`config.mk`:
```
export PLATFORM = sky130hd
export DESIGN_NAME = trs_scheduler
export DESIGN_NICKNAME = d
export VERILOG_FILES = /design/src/hw/trs_pkg.sv /design/src/hw/trs_period_timer.sv /design/src/hw/trs_scheduler.sv
export SDC_FILE = /design/constraint.sdc
export NUM_CORES = 1
export LEC_CHECK = 0
export ABC_AREA = 1
export BUFFER_PORTS_ARGS = -buffer_cell sky130_fd_sc_hd__buf_2
export CAP_MARGIN = 30
export CORE_MARGIN = 4
export CORE_UTILIZATION = 55
export DETAILED_ROUTE_END_ITERATION = 10
export PLACE_DENSITY = 0.78
export RECOVER_POWER = 25
export SETUP_SLACK_MARGIN = 0.4
export SYNTH_ARGS = -nofsm -noshare
export SYNTH_HDL_FRONTEND = slang
export SYNTH_SLANG_ARGS = --single-unit
```
`constraint.sdc`:
```
create_clock -name mclk_i -period 7.7 [get_ports mclk_i]
set_input_delay 0.385 -clock mclk_i [delete_from_list [all_inputs] [get_ports mclk_i]]
set_output_delay 0.385 -clock mclk_i [all_outputs]
set_load 0.01 [all_outputs]
```
`src/hw/trs_pkg.sv`:
```
// Package for the telemetry rate scheduler: register map, field
// layout, reserved masks, stream table and clock constants.
// Assumes a single 100 MHz clock and a 32-bit Avalon-MM register bus.
package trs_pkg;

    // Clock rate; one timer step per cycle
    localparam int CLK_PERIOD_NS = 10;
    localparam int CLK_HZ        = 1000000000 / CLK_PERIOD_NS;
    localparam int ACC_W         = 28;

    // Register indices; byte address is four times the index
    localparam logic [5:0] IDX_RAW_SENSOR_RATES       = 6'h01;
    localparam logic [5:0] IDX_TEMP_AND_ALL_RAW_RATES = 6'h02;
    localparam logic [5:0] IDX_PROCESSED_SENSOR_RATES = 6'h03;
    localparam logic [5:0] IDX_ALL_PROCESSED_RATE     = 6'h04;
    localparam logic [5:0] IDX_SCHED_STATUS           = 6'h05;

    localparam logic [31:0] RATE_RESET = 32'h0000_0000;

    // Writable bits; reserved bits read as zero
    localparam logic [31:0] MASK_RATES1 = 32'hffff_ff00;
    localparam logic [31:0] MASK_RATES2 = 32'hff00_00ff;
    localparam logic [31:0] MASK_RATES3 = 32'hffff_ff00;
    localparam logic [31:0] MASK_RATES4 = 32'h0000_00ff;

    // Field low-bit positions, all fields 8 bits wide
    localparam int POS_ACCEL   = 24;
    localparam int POS_GYRO    = 16;
    localparam int POS_MAG     = 8;
    localparam int POS_TEMP    = 24;
    localparam int POS_ALL     = 0;

    // Status register layout
    localparam int POS_STAT_PEND   = 0;
    localparam int POS_STAT_ACTIVE = 16;

    // Stream numbering, also arbitration priority (lowest first)
    localparam int N_STREAMS  = 9;
    localparam int S_RAW_ACC  = 0;
    localparam int S_RAW_GYR  = 1;
    localparam int S_RAW_MAG  = 2;
    localparam int S_TEMP     = 3;
    localparam int S_ALL_RAW  = 4;
    localparam int S_PRC_ACC  = 5;
    localparam int S_PRC_GYR  = 6;
    localparam int S_PRC_MAG  = 7;
    localparam int S_ALL_PRC  = 8;

    // Batch start address and length, indexed by stream number
    localparam logic [8:0][7:0] PKT_START = {
        8'h61, 8'h6c, 8'h64, 8'h68, 8'h56, 8'h5f, 8'h5c, 8'h56, 8'h59};
    localparam logic [8:0][3:0] PKT_LEN = {
        4'hc, 4'h4, 4'h4, 4'h4, 4'hb, 4'h2, 4'h3, 4'h3, 4'h3};

endpackage : trs_pkg

```
`src/hw/trs_period_timer.sv`:
```
// One per-stream period timer: a phase accumulator adding the rate in
// Hz every clock and wrapping at the clock rate, so it fires rate
// times per second on average. Same clock domain as the scheduler.
`timescale 1ns/10ps
module trs_period_timer
    import trs_pkg::*;
#(
    parameter int CLK_FREQ = CLK_HZ,
    parameter int W        = ACC_W
) (
    input  wire logic       mclk_i,
    input  wire logic       sys_rst_i,
    input  wire logic       enable_i,
    input  wire logic [7:0] rate_hz_i,
    output logic            expire_o
);

    typedef struct packed {
        logic [W-1:0] acc;
        logic         fire;
    } trs_tmr_t;

    localparam logic [W:0] WRAP = (W+1)'(CLK_FREQ);

    trs_tmr_t st;
    trs_tmr_t next_st;
    logic [W:0] sum;

    always_comb begin
        next_st = st;
        sum     = {1'b0, st.acc} + {{(W-7){1'b0}}, rate_hz_i};
        next_st.fire = 1'b0;
        if (!enable_i) begin
            next_st.acc = '0;
        end else if (sum >= WRAP) begin
            next_st.acc  = W'(sum - WRAP);
            next_st.fire = 1'b1;
        end else begin
            next_st.acc = W'(sum);
        end
    end

    always_ff @(posedge mclk_i) begin
        if (sys_rst_i) begin
            st <= '0;
        end else begin
            st <= next_st;
        end
    end

    assign expire_o = st.fire;

endmodule : trs_period_timer

```
`src/hw/trs_scheduler.sv`:
```
// Telemetry rate scheduler: four rate registers on an Avalon-MM slave,
// nine period timers, pending flags and a one-deep packet request.
// Assumes the packet port's consumer formats and sends each batch.
`timescale 1ns/10ps
module trs_scheduler
    import trs_pkg::*;
#(
    parameter int CLK_FREQ = CLK_HZ
) (
    input  wire logic        mclk_i,
    input  wire logic        sys_rst_i,
    input  wire logic [7:0]  avs_address_i,
    input  wire logic        avs_read_i,
    input  wire logic        avs_write_i,
    input  wire logic [31:0] avs_writedata_i,
    input  wire logic [3:0]  avs_byteenable_i,
    output logic      [31:0] avs_readdata_o,
    output logic             avs_waitrequest_o,
    output logic             pkt_valid_o,
    input  wire logic        pkt_ready_i,
    output logic      [7:0]  pkt_start_o,
    output logic      [3:0]  pkt_len_o,
    output logic      [3:0]  pkt_stream_o
);

    typedef struct packed {
        logic [31:0]          raw_sensor_rates;
        logic [31:0]          temp_and_all_raw_rates;
        logic [31:0]          processed_sensor_rates;
        logic [31:0]          all_processed_rate;
        logic [N_STREAMS-1:0] pend;
        logic                 pkt_valid;
        logic [7:0]           pkt_start;
        logic [3:0]           pkt_len;
        logic [3:0]           pkt_stream;
        logic                 ack;
        logic [31:0]          rdata;
    } trs_state_t;

    trs_state_t st;
    trs_state_t next_st;

    logic [N_STREAMS-1:0][7:0] rate_hz;
    logic [N_STREAMS-1:0]      active;
    logic [N_STREAMS-1:0]      expire;
    logic                      all_raw_on;
    logic                      all_prc_on;
    logic                      req;
    logic [5:0]                idx;
    logic                      aligned;

    // Merge write data into a register under byte enables and mask
    function automatic logic [31:0] merge(input logic [31:0] old,
                                          input logic [31:0] wd,
                                          input logic [3:0]  be,
                                          input logic [31:0] mask);
        logic [31:0] res;
        res = old;
        for (int b = 0; b < 4; b++) begin
            if (be[b]) begin
                res[b*8 +: 8] = wd[b*8 +: 8];
            end
        end
        return res & mask;
    endfunction : merge

    assign rate_hz[S_RAW_ACC] = st.raw_sensor_rates[POS_ACCEL +: 8];
    assign rate_hz[S_RAW_GYR] = st.raw_sensor_rates[POS_GYRO +: 8];
    assign rate_hz[S_RAW_MAG] = st.raw_sensor_rates[POS_MAG +: 8];
    assign rate_hz[S_TEMP]    = st.temp_and_all_raw_rates[POS_TEMP +: 8];
    assign rate_hz[S_ALL_RAW] = st.temp_and_all_raw_rates[POS_ALL +: 8];
    assign rate_hz[S_PRC_ACC] = st.processed_sensor_rates[POS_ACCEL +: 8];
    assign rate_hz[S_PRC_GYR] = st.processed_sensor_rates[POS_GYRO +: 8];
    assign rate_hz[S_PRC_MAG] = st.processed_sensor_rates[POS_MAG +: 8];
    assign rate_hz[S_ALL_PRC] = st.all_processed_rate[POS_ALL +: 8];

    assign all_raw_on = rate_hz[S_ALL_RAW] != 8'h00;
    assign all_prc_on = rate_hz[S_ALL_PRC] != 8'h00;

    always_comb begin
        for (int i = 0; i < N_STREAMS; i++) begin
            active[i] = rate_hz[i] != 8'h00;
        end
        active[S_RAW_ACC] = active[S_RAW_ACC] & ~all_raw_on;
        active[S_RAW_GYR] = active[S_RAW_GYR] & ~all_raw_on;
        active[S_RAW_MAG] = active[S_RAW_MAG] & ~all_raw_on;
        active[S_TEMP]    = active[S_TEMP] & ~all_raw_on;
        active[S_PRC_ACC] = active[S_PRC_ACC] & ~all_prc_on;
        active[S_PRC_GYR] = active[S_PRC_GYR] & ~all_prc_on;
        active[S_PRC_MAG] = active[S_PRC_MAG] & ~all_prc_on;
    end

    for (genvar g = 0; g < N_STREAMS; g++) begin : g_tmr
        trs_period_timer #(
            .CLK_FREQ (CLK_FREQ),
            .W        (ACC_W)
        ) u_tmr (
            .mclk_i    (mclk_i),
            .sys_rst_i (sys_rst_i),
            .enable_i  (active[g]),
            .rate_hz_i (rate_hz[g]),
            .expire_o  (expire[g])
        );
    end

    assign req     = avs_read_i | avs_write_i;
    assign idx     = avs_address_i[7:2];
    assign aligned = avs_address_i[1:0] == 2'b00;

    always_comb begin
        logic [N_STREAMS-1:0] pend;
        logic                 free;
        next_st = st;
        pend    = st.pend;
        free    = 1'b0;

        // Bus: first cycle latches read data, second cycle completes
        next_st.ack = req & ~st.ack;
        if (req && !st.ack) begin
            next_st.rdata = 32'h0000_0000;
            if (aligned && avs_read_i) begin
                unique case (idx)
                    IDX_RAW_SENSOR_RATES:
                        next_st.rdata = st.raw_sensor_rates;
                    IDX_TEMP_AND_ALL_RAW_RATES:
                        next_st.rdata = st.temp_and_all_raw_rates;
                    IDX_PROCESSED_SENSOR_RATES:
                        next_st.rdata = st.processed_sensor_rates;
                    IDX_ALL_PROCESSED_RATE:
                        next_st.rdata = st.all_processed_rate;
                    IDX_SCHED_STATUS: begin
                        next_st.rdata[POS_STAT_PEND +: N_STREAMS] =
                            st.pend;
                        next_st.rdata[POS_STAT_ACTIVE +: N_STREAMS] =
                            active;
                    end
                    default: next_st.rdata = 32'h0000_0000;
                endcase
            end
        end
        // Write lands on the edge where waitrequest is low
        if (avs_write_i && st.ack && aligned) begin
            unique case (idx)
                IDX_RAW_SENSOR_RATES:
                    next_st.raw_sensor_rates = merge(st.raw_sensor_rates,
                        avs_writedata_i, avs_byteenable_i, MASK_RATES1);
                IDX_TEMP_AND_ALL_RAW_RATES:
                    next_st.temp_and_all_raw_rates =
                        merge(st.temp_and_all_raw_rates, avs_writedata_i,
                              avs_byteenable_i, MASK_RATES2);
                IDX_PROCESSED_SENSOR_RATES:
                    next_st.processed_sensor_rates =
                        merge(st.processed_sensor_rates, avs_writedata_i,
                              avs_byteenable_i, MASK_RATES3);
                IDX_ALL_PROCESSED_RATE:
                    next_st.all_processed_rate =
                        merge(st.all_processed_rate, avs_writedata_i,
                              avs_byteenable_i, MASK_RATES4);
                default: ;
            endcase
        end

        // Packet slot empties when the consumer takes it
        if (st.pkt_valid && pkt_ready_i) begin
            next_st.pkt_valid = 1'b0;
        end
        free = !st.pkt_valid || pkt_ready_i;

        // Lowest stream number wins; one packet issued per cycle
        if (free) begin
            for (int i = N_STREAMS - 1; i >= 0; i--) begin
                if (pend[i] && active[i]) begin
                    next_st.pkt_valid  = 1'b1;
                    next_st.pkt_start  = PKT_START[i];
                    next_st.pkt_len    = PKT_LEN[i];
                    next_st.pkt_stream = 4'(i);
                end
            end
            for (int i = 0; i < N_STREAMS; i++) begin
                if (pend[i] && active[i]) begin
                    pend[i] = 1'b0;
                    break;
                end
            end
        end
        // drop pending of disabled streams; new expiry wins
        next_st.pend = (pend & active) | (expire & active);
    end

    always_ff @(posedge mclk_i) begin
        if (sys_rst_i) begin
            st                        <= '0;
            st.raw_sensor_rates       <= RATE_RESET;
            st.temp_and_all_raw_rates <= RATE_RESET;
            st.processed_sensor_rates <= RATE_RESET;
            st.all_processed_rate     <= RATE_RESET;
        end else begin
            st <= next_st;
        end
    end

    // Combinational waitrequest: holds off exactly one cycle
    assign avs_waitrequest_o = req & ~st.ack;
    assign avs_readdata_o    = st.rdata;
    assign pkt_valid_o       = st.pkt_valid;
    assign pkt_start_o       = st.pkt_start;
    assign pkt_len_o         = st.pkt_len;
    assign pkt_stream_o      = st.pkt_stream;

endmodule : trs_scheduler

```
# After elaboration in Yosys (flattened, before gate mapping)
# Cells that the tools add are included.
[word_totals] ff_bits=392 out_inout_bits=50 word_cells=231
[classes] addsub=18 magnitude_cmp=9 eq_ne=5 n_mux=96 bitwise_logic=22 n_reduce_logical=47
[op_table] cell="$add 28x8->29" n=9
[op_table] cell="$ge 29x27->1 const B" n=9
[op_table] cell="$mux 28" n=9
[op_table] cell="$sub 28x27->28 const B" n=9
[op_table] cell="$mux 17" n=10
[op_table] cell="$reduce_bool 8->1" n=9
[op_table] cell="$mux 1" n=64
[op_table] cell="$pmux 9 s5" n=1
[op_table] cell="$pmux 9 s4" n=1
[op_table] cell="$mux 32" n=1
[op_table] cell="$reduce_and 3->1" n=9
[op_table] cell="$pmux 7 s3" n=1
[op_table] cell="$and 9x9->9" n=2
[op_table] cell="$reduce_or 2->1" n=9
[op_table] cell="$logic_and 1x1->1" n=14
[op_table] cell="$pmux 7 s2" n=1
[op_table] cell="$eq 6x2->1 const B" n=2
[op_table] cell="$eq 6x3->1 const B" n=2
[op_table] cell="$not 1->1" n=10
[op_table] cell="$mux 9" n=1
[op_table] cell="$or 9x9->9" n=1
[op_table] cell="$reduce_bool 9->1" n=1
[op_table] cell="$and 1x1->1" n=8
[op_table] cell="$mux 8" n=1
[op_table] cell="other kinds (12)" n=13

# Depth between registers and ports, before layout
[logic_depth] depth_word=52 depth_mapped=27 depth_no_buf=25

# Modules after synthesis
# Synthesis repeated with hierarchy kept, for this count alone.
[unflattened] hier_cells=5684 area_unflattened_um2=31928.1
[modules_own_cells] mod="trs_period_timer at g_tmr[0].u_tmr ..." n_inst=8 cells_each=537 area_each_um2=2872.8 seq_area_each_um2=580.6
[modules_own_cells] mod="trs_scheduler" n_inst=1 cells_each=853 area_each_um2=5999.5 seq_area_each_um2=2562.5
[modules_own_cells] mod="trs_period_timer at g_tmr[4].u_tmr" n_inst=1 cells_each=535 area_each_um2=2946.6 seq_area_each_um2=580.6

# Least setup slack after synthesis
# Ideal clock, no wire load.
[synth_timing] kind="register -> register" start="reg st, in the netlist rate_hz[56]" end="reg g_tmr[7].u_tmr.st[24] (netlist name)" setup_ns=0.070 t_arrival_ns=2.922 required_ns=7.630 path_slack_ns=4.708 path_stages_with_launch=23 n_path_buf=1 synth_period_minus_slack_ns=2.992 path_cell_list="dfxtp_1 -> ha_1 -> fa_1 -> nand3_1 -> nand3_1 -> nand2_1 -> nand2_1 -> nand2_1 -> nand2_2 -> inv_1 -> ha_1 -> nor3b_1 -> nand4_1 -> nor2_1 -> nand2_1 -> nor2_1 -> nand2_1 -> nor2_1 -> nand3_2 -> nand3_4 -> buf_4 -> nand3_1 -> a21oi_1"
[synth_via] elab_chain_cells=4 word_cells_on_any_way=8
[synth_lines] element="from (decl)" line_no="trs_scheduler.sv:40" rtl="trs_state_t st;"
[synth_lines] element="from (signal assigned)" line_no="trs_scheduler.sv:198" rtl="st <= next_st;"
[synth_lines] element="branches (longest 4 deep; another with $add 28x8->29)"
[synth_lines] element="to (signal assigned)" line_no="trs_period_timer.sv:47" rtl="st <= next_st;"
[synth_lines] element="to (decl)" line_no="trs_period_timer.sv:25" rtl="trs_tmr_t st;"
# Several ways; the timed one is not identified.
# A chain may end at the register's enable or synchronous reset.

# Worst setup path after layout
[layout_timing] start="reg st, in the netlist rate_hz[64]" end="reg g_tmr[8].u_tmr.st[11] (netlist name)"
[layout_via] elab_chain_cells=3 word_cells_on_any_way=7
[layout_lines] element="$add 28x8->29 or $reduce_bool 8->1 (tied branches)" line_no="trs_period_timer.sv:31, trs_scheduler.sv:82"
[layout_lines] element="$sub 28x27->28 (tied with other cells)" line_no="trs_period_timer.sv:36" rtl="next_st.acc = W'(sum - WRAP);"
[layout_lines] element="$mux 28 or $reduce_or 2->1 (tied branches)"
[layout_lines] element="to (signal assigned)" line_no="trs_period_timer.sv:47"
[layout_lines] element="to (decl)" line_no="trs_period_timer.sv:25"
# Several ways; a longest one is shown, not always the timed one.

==> impl_metrics.csv <==
group,metric,value,unit
critical_path,arrival,4.37,ns
pwr,sequentialPowerShare,44.9,%
critical_path,cp_top_family,"simple AND/OR/NAND/NOR gates",
critical_path,crit_path_cell_trace,"ha_1 > fa_1 > nand2_1 > nand2_1 > nand3_1 > nand2_1 > nand2_1 > nand2_1 > inv_1 > ha_1 > nand3_1 > nor2_1 > nand3_1 > nor2_1 > nand3_1 > nor2_1 > nand3_1 > nor2_1 > nand3_1 > nand3_1 > inv_2 > nand2_1 > a21oi_1",
yosys,syn_area_per_cell,5.76,um^2
pwr,clkPwrFrac,53.7,%
clock_tree,cts.sinks,389,
yosys,synthCells,5361,
global_route,grt_first_pass_wirelength,147,mm
critical_path,cp-start-kind,"register",
yosys,synthTopCellsByArea,"dfxtp_1, nand2_1, nand3_1",
sta,slew_headroom,13.1,%
sta,fin_skew,0.0120,ns
global_route,grt_max_degree,56,
drt,m1WireLength,40.8,mm
die,start_util,55.9,%
yosys,synthFlopType,"dfxtp_1",
drt,wire_per_inst,14.7,um
clock_tree,clk_path_buf_depth,3,
critical_path,slowest_delay,0.71,ns
pwr,power_frac_comb,1.4,%
critical_path,cp_slowest_cell,"nand3_1",
finish,drive_gt1_share,6.09,%
yosys,syn_nets,5509,
die,die_area,60000,um^2
drt,drt.antenna.violating_nets,0,
sta,worst-slew-pin-transition,1.30,ns
drt,dr_wl_met3,7.58,mm
sta,fmax,253,MHz
clock_tree,cts_hold_buf,0,
min_path,min_path_type,"input pin to register",
clock_tree,insertion_delay,0.59,ns
drt,wirelength,90.7,mm
clock_tree,root_buffer,"clkbuf_16",
pwr,switching_share,22.5,%
sta,finalCritPeriodShare,51.2,%
drt,dr.pass1.iters,6,
drt,first_iter_violations,2989,
die,die_w,245,um
yosys,yosysWarnings,0,
flow_run,cap_violations,0,
drt,vias_per_cell,5.39,
sta,fin_crit,3.94,ns
global_route,grt_usage,29.1,%
clock_tree,cts_resized,0,
yosys,synth_edf_count,0,
drt,vias,33259,
pwr,p_leak,14.9,nW
run_status,outcome,"complete, no violations",
clock_tree,cts_tree,"done",
pwr,irDropWorstVdd,0.000138,V
die,boundaryPins,99,
place,io_buffers,97,
drt,wl_met2,39.9,mm
yosys,async_flop_share,0,%
clock_tree,clk_pin_slew,0.06,ns
die,core-area,55300,um^2
yosys,synth_area_leader_cell,"dfxtp_1",
sta,setup_violations,0,
global_route,grt-ovfl-total,0,
pwr,p_switching,1.01,mW
pwr,power_density,135,nW/um^2
finish,design_area,33200,um^2
place,place_inst,6084,
place,place_congestion,0.966,
clock_tree,htreeDepth,2,
sta,finalSetupTns,0,ns
die,die_h,245,um
finish,area_growth,7.40,%
die,rows,86,
sta,drv_slew,0,
yosys,ys_ff_latch,389,
critical_path,critical_path_required,8.12,ns
critical_path,criticalPathCategory,"register to register",
yosys,yosysTopAreaCellShare,25.2,%
yosys,synth_cell_types,59,
yosys,synth_seq_area_share,25.2,%
sta,hold_viol,0,
place,postPlaceCellArea,31600,um^2
clock_tree,cts_setup_buffers,0,
global_route,grt_pass1_vias,30066,
finish,final_cells,6171,
critical_path,end_kind,"register",
drt,drc_errors,0,
finish,final_nets,5534,
critical_path,crit_fanout,29,
pwr,p_int,3.48,mW
global_route,grt_antenna_before_repair,0,
clock_tree,cts_made_buffers,48,
drt,top_layer,"met4",
yosys,syn_area,30900,um^2
critical_path,worst-path-buf-inv,2,
place,dp_hpwl,70.6,mm
finish,diodes,0,
critical_path,path_common_cell,"nand3_1",
sta,rsz0062_at_grt,"false",
[worst reg2reg max path: stages, from the launching register on]
cell and delay [ns]:
dfxtp_1 0.33, ha_1 0.25, fa_1 0.45, nand2_1 0.10
nand2_1 0.07, nand3_1 0.11, nand2_1 0.13, nand2_1 0.09
nand2_1 0.10, inv_1 0.09, ha_1 0.14, nand3_1 0.07
nor2_1 0.10, nand3_1 0.08, nor2_1 0.08, nand3_1 0.09
nor2_1 0.12, nand3_1 0.08, nor2_1 0.09, nand3_1 0.09
nand3_1 0.71, inv_2 0.23, nand2_1 0.12, a21oi_1 0.07
[final timing paths]
| check | start | end | slack, ns | cells after the start |
|---|---|---|---|---|
| worst max-delay path | rate_hz[64] | g_tmr[8].u_tmr.st[11] | 3.76 | 23 |
| worst max register to register | rate_hz[64] | g_tmr[8].u_tmr.st[11] | 3.76 | 23 |
| worst min register to register | g_tmr[7].u_tmr.expire_o | st[57] | 0.45 | 2 |
| worst min-delay path | avs_writedata_i[16] | rate_hz[48] | 0.07 | 3 |
[cell usage after synthesis, types with 7 or more instances]
cell and instances:
nor2_1 665, nand2_2 46, inv_1 706, xnor2_1 20
nand3_1 544, fa_1 9, o221ai_1 17, o21ai_1 7
nand3b_1 59, nand2_1 1848, ha_1 90, a21boi_1 7
inv_2 37, xor2_1 72, buf_2 12, o22ai_1 10
nor2_2 46, a21oi_1 271, buf_6 15, nor3_2 10
clkbuf_1 47, nor3_1 47, dfxtp_1 389, nor4_1 20
o21ai_0 114, nand3_2 33, buf_4 54, nand4_1 97
[registers in the layout (all words and copies together), names as in the netlist]
signal and cells:
g_tmr.u_tmr.expire_o 9, pkt_len_o 2, g_tmr.u_tmr.st 252, avs_readdata_o 32
pkt_stream_o 4, rate_hz 72, st 10, pkt_start_o 7
pkt_valid_o 1
[metal layers]
layer / vias to the layer above / track usage (%)
met5: - / 0
met4: 0 / 7.95
met3: 176 / 3.97
met2: 1171 / 47.9
met1: 14927 / 40.2
li1: 16985 / -
[layout make-up]
| class | instances | area [um^2] |
|---|---|---|
| Fill cell | 5631 | 22100 |
| Clock inverter | 25 | 318 |
| Inverter | 747 | 2800 |
| Clock buffer | 62 | 1360 |
| Sequential cell | 389 | 7790 |
| Multi-Input combinational cell | 4093 | 19500 |
| Timing Repair Buffer | 107 | 500 |
| Tap cell | 748 | 936 |
[power groups by stage]
stage	registers, mW	logic, mW	clock network (mW)
3_3_place_gp	2.06	0.0576	0
5_1_grt	2.01	0.0645	2.52
4_1_cts	2.01	0.0621	2.44
3_5_place_dp	2.06	0.0616	0
2_1_floorplan	2.06	0.0241	0
6_report	2.01	0.0609	2.41
[metrics by stage]
step	setup WS, ns	power, mW	hold WS (ns)	util (%)
after CTS	3.80	4.52	0.0412	60.2
after global routing	3.29	4.60	0.0745	60.0
final	3.76	4.48	0.0733	60.0
after floorplan	4.71	2.08	0.406	-
after global placement	3.91	2.12	0.437	57.1
after detailed placement	3.80	2.12	0.443	57.1
[cell families after synthesis]
group           Yosys count  share of synthesized area [%]
simple gates           3444                           48.1
compound gates          454                           7.96
buf+inv                 879                           11.8
fa+ha+maj                99                           4.23
other cells               1                         0.0121
xor+xnor                 95                           2.77
flops                   389                           25.2
[cells in the final DEF (no fill, tap or decap), types with 48 or more instances in the layout]
| cell type | n |
|---|---|
| a21oi_1 | 271 |
| buf_2 | 48 |
| clkbuf_1 | 57 |
| clkbuf_16 | 49 |
| dfxtp_1 | 389 |
| ha_1 | 90 |
| inv_1 | 706 |
| nand2_1 | 1848 |
| nand3_1 | 544 |
| nand3b_1 | 59 |
| nand4_1 | 97 |
| nor2_1 | 665 |
| o21ai_0 | 114 |
| xor2_1 | 72 |
Note: power is estimated with default switching activity, not from simulation.
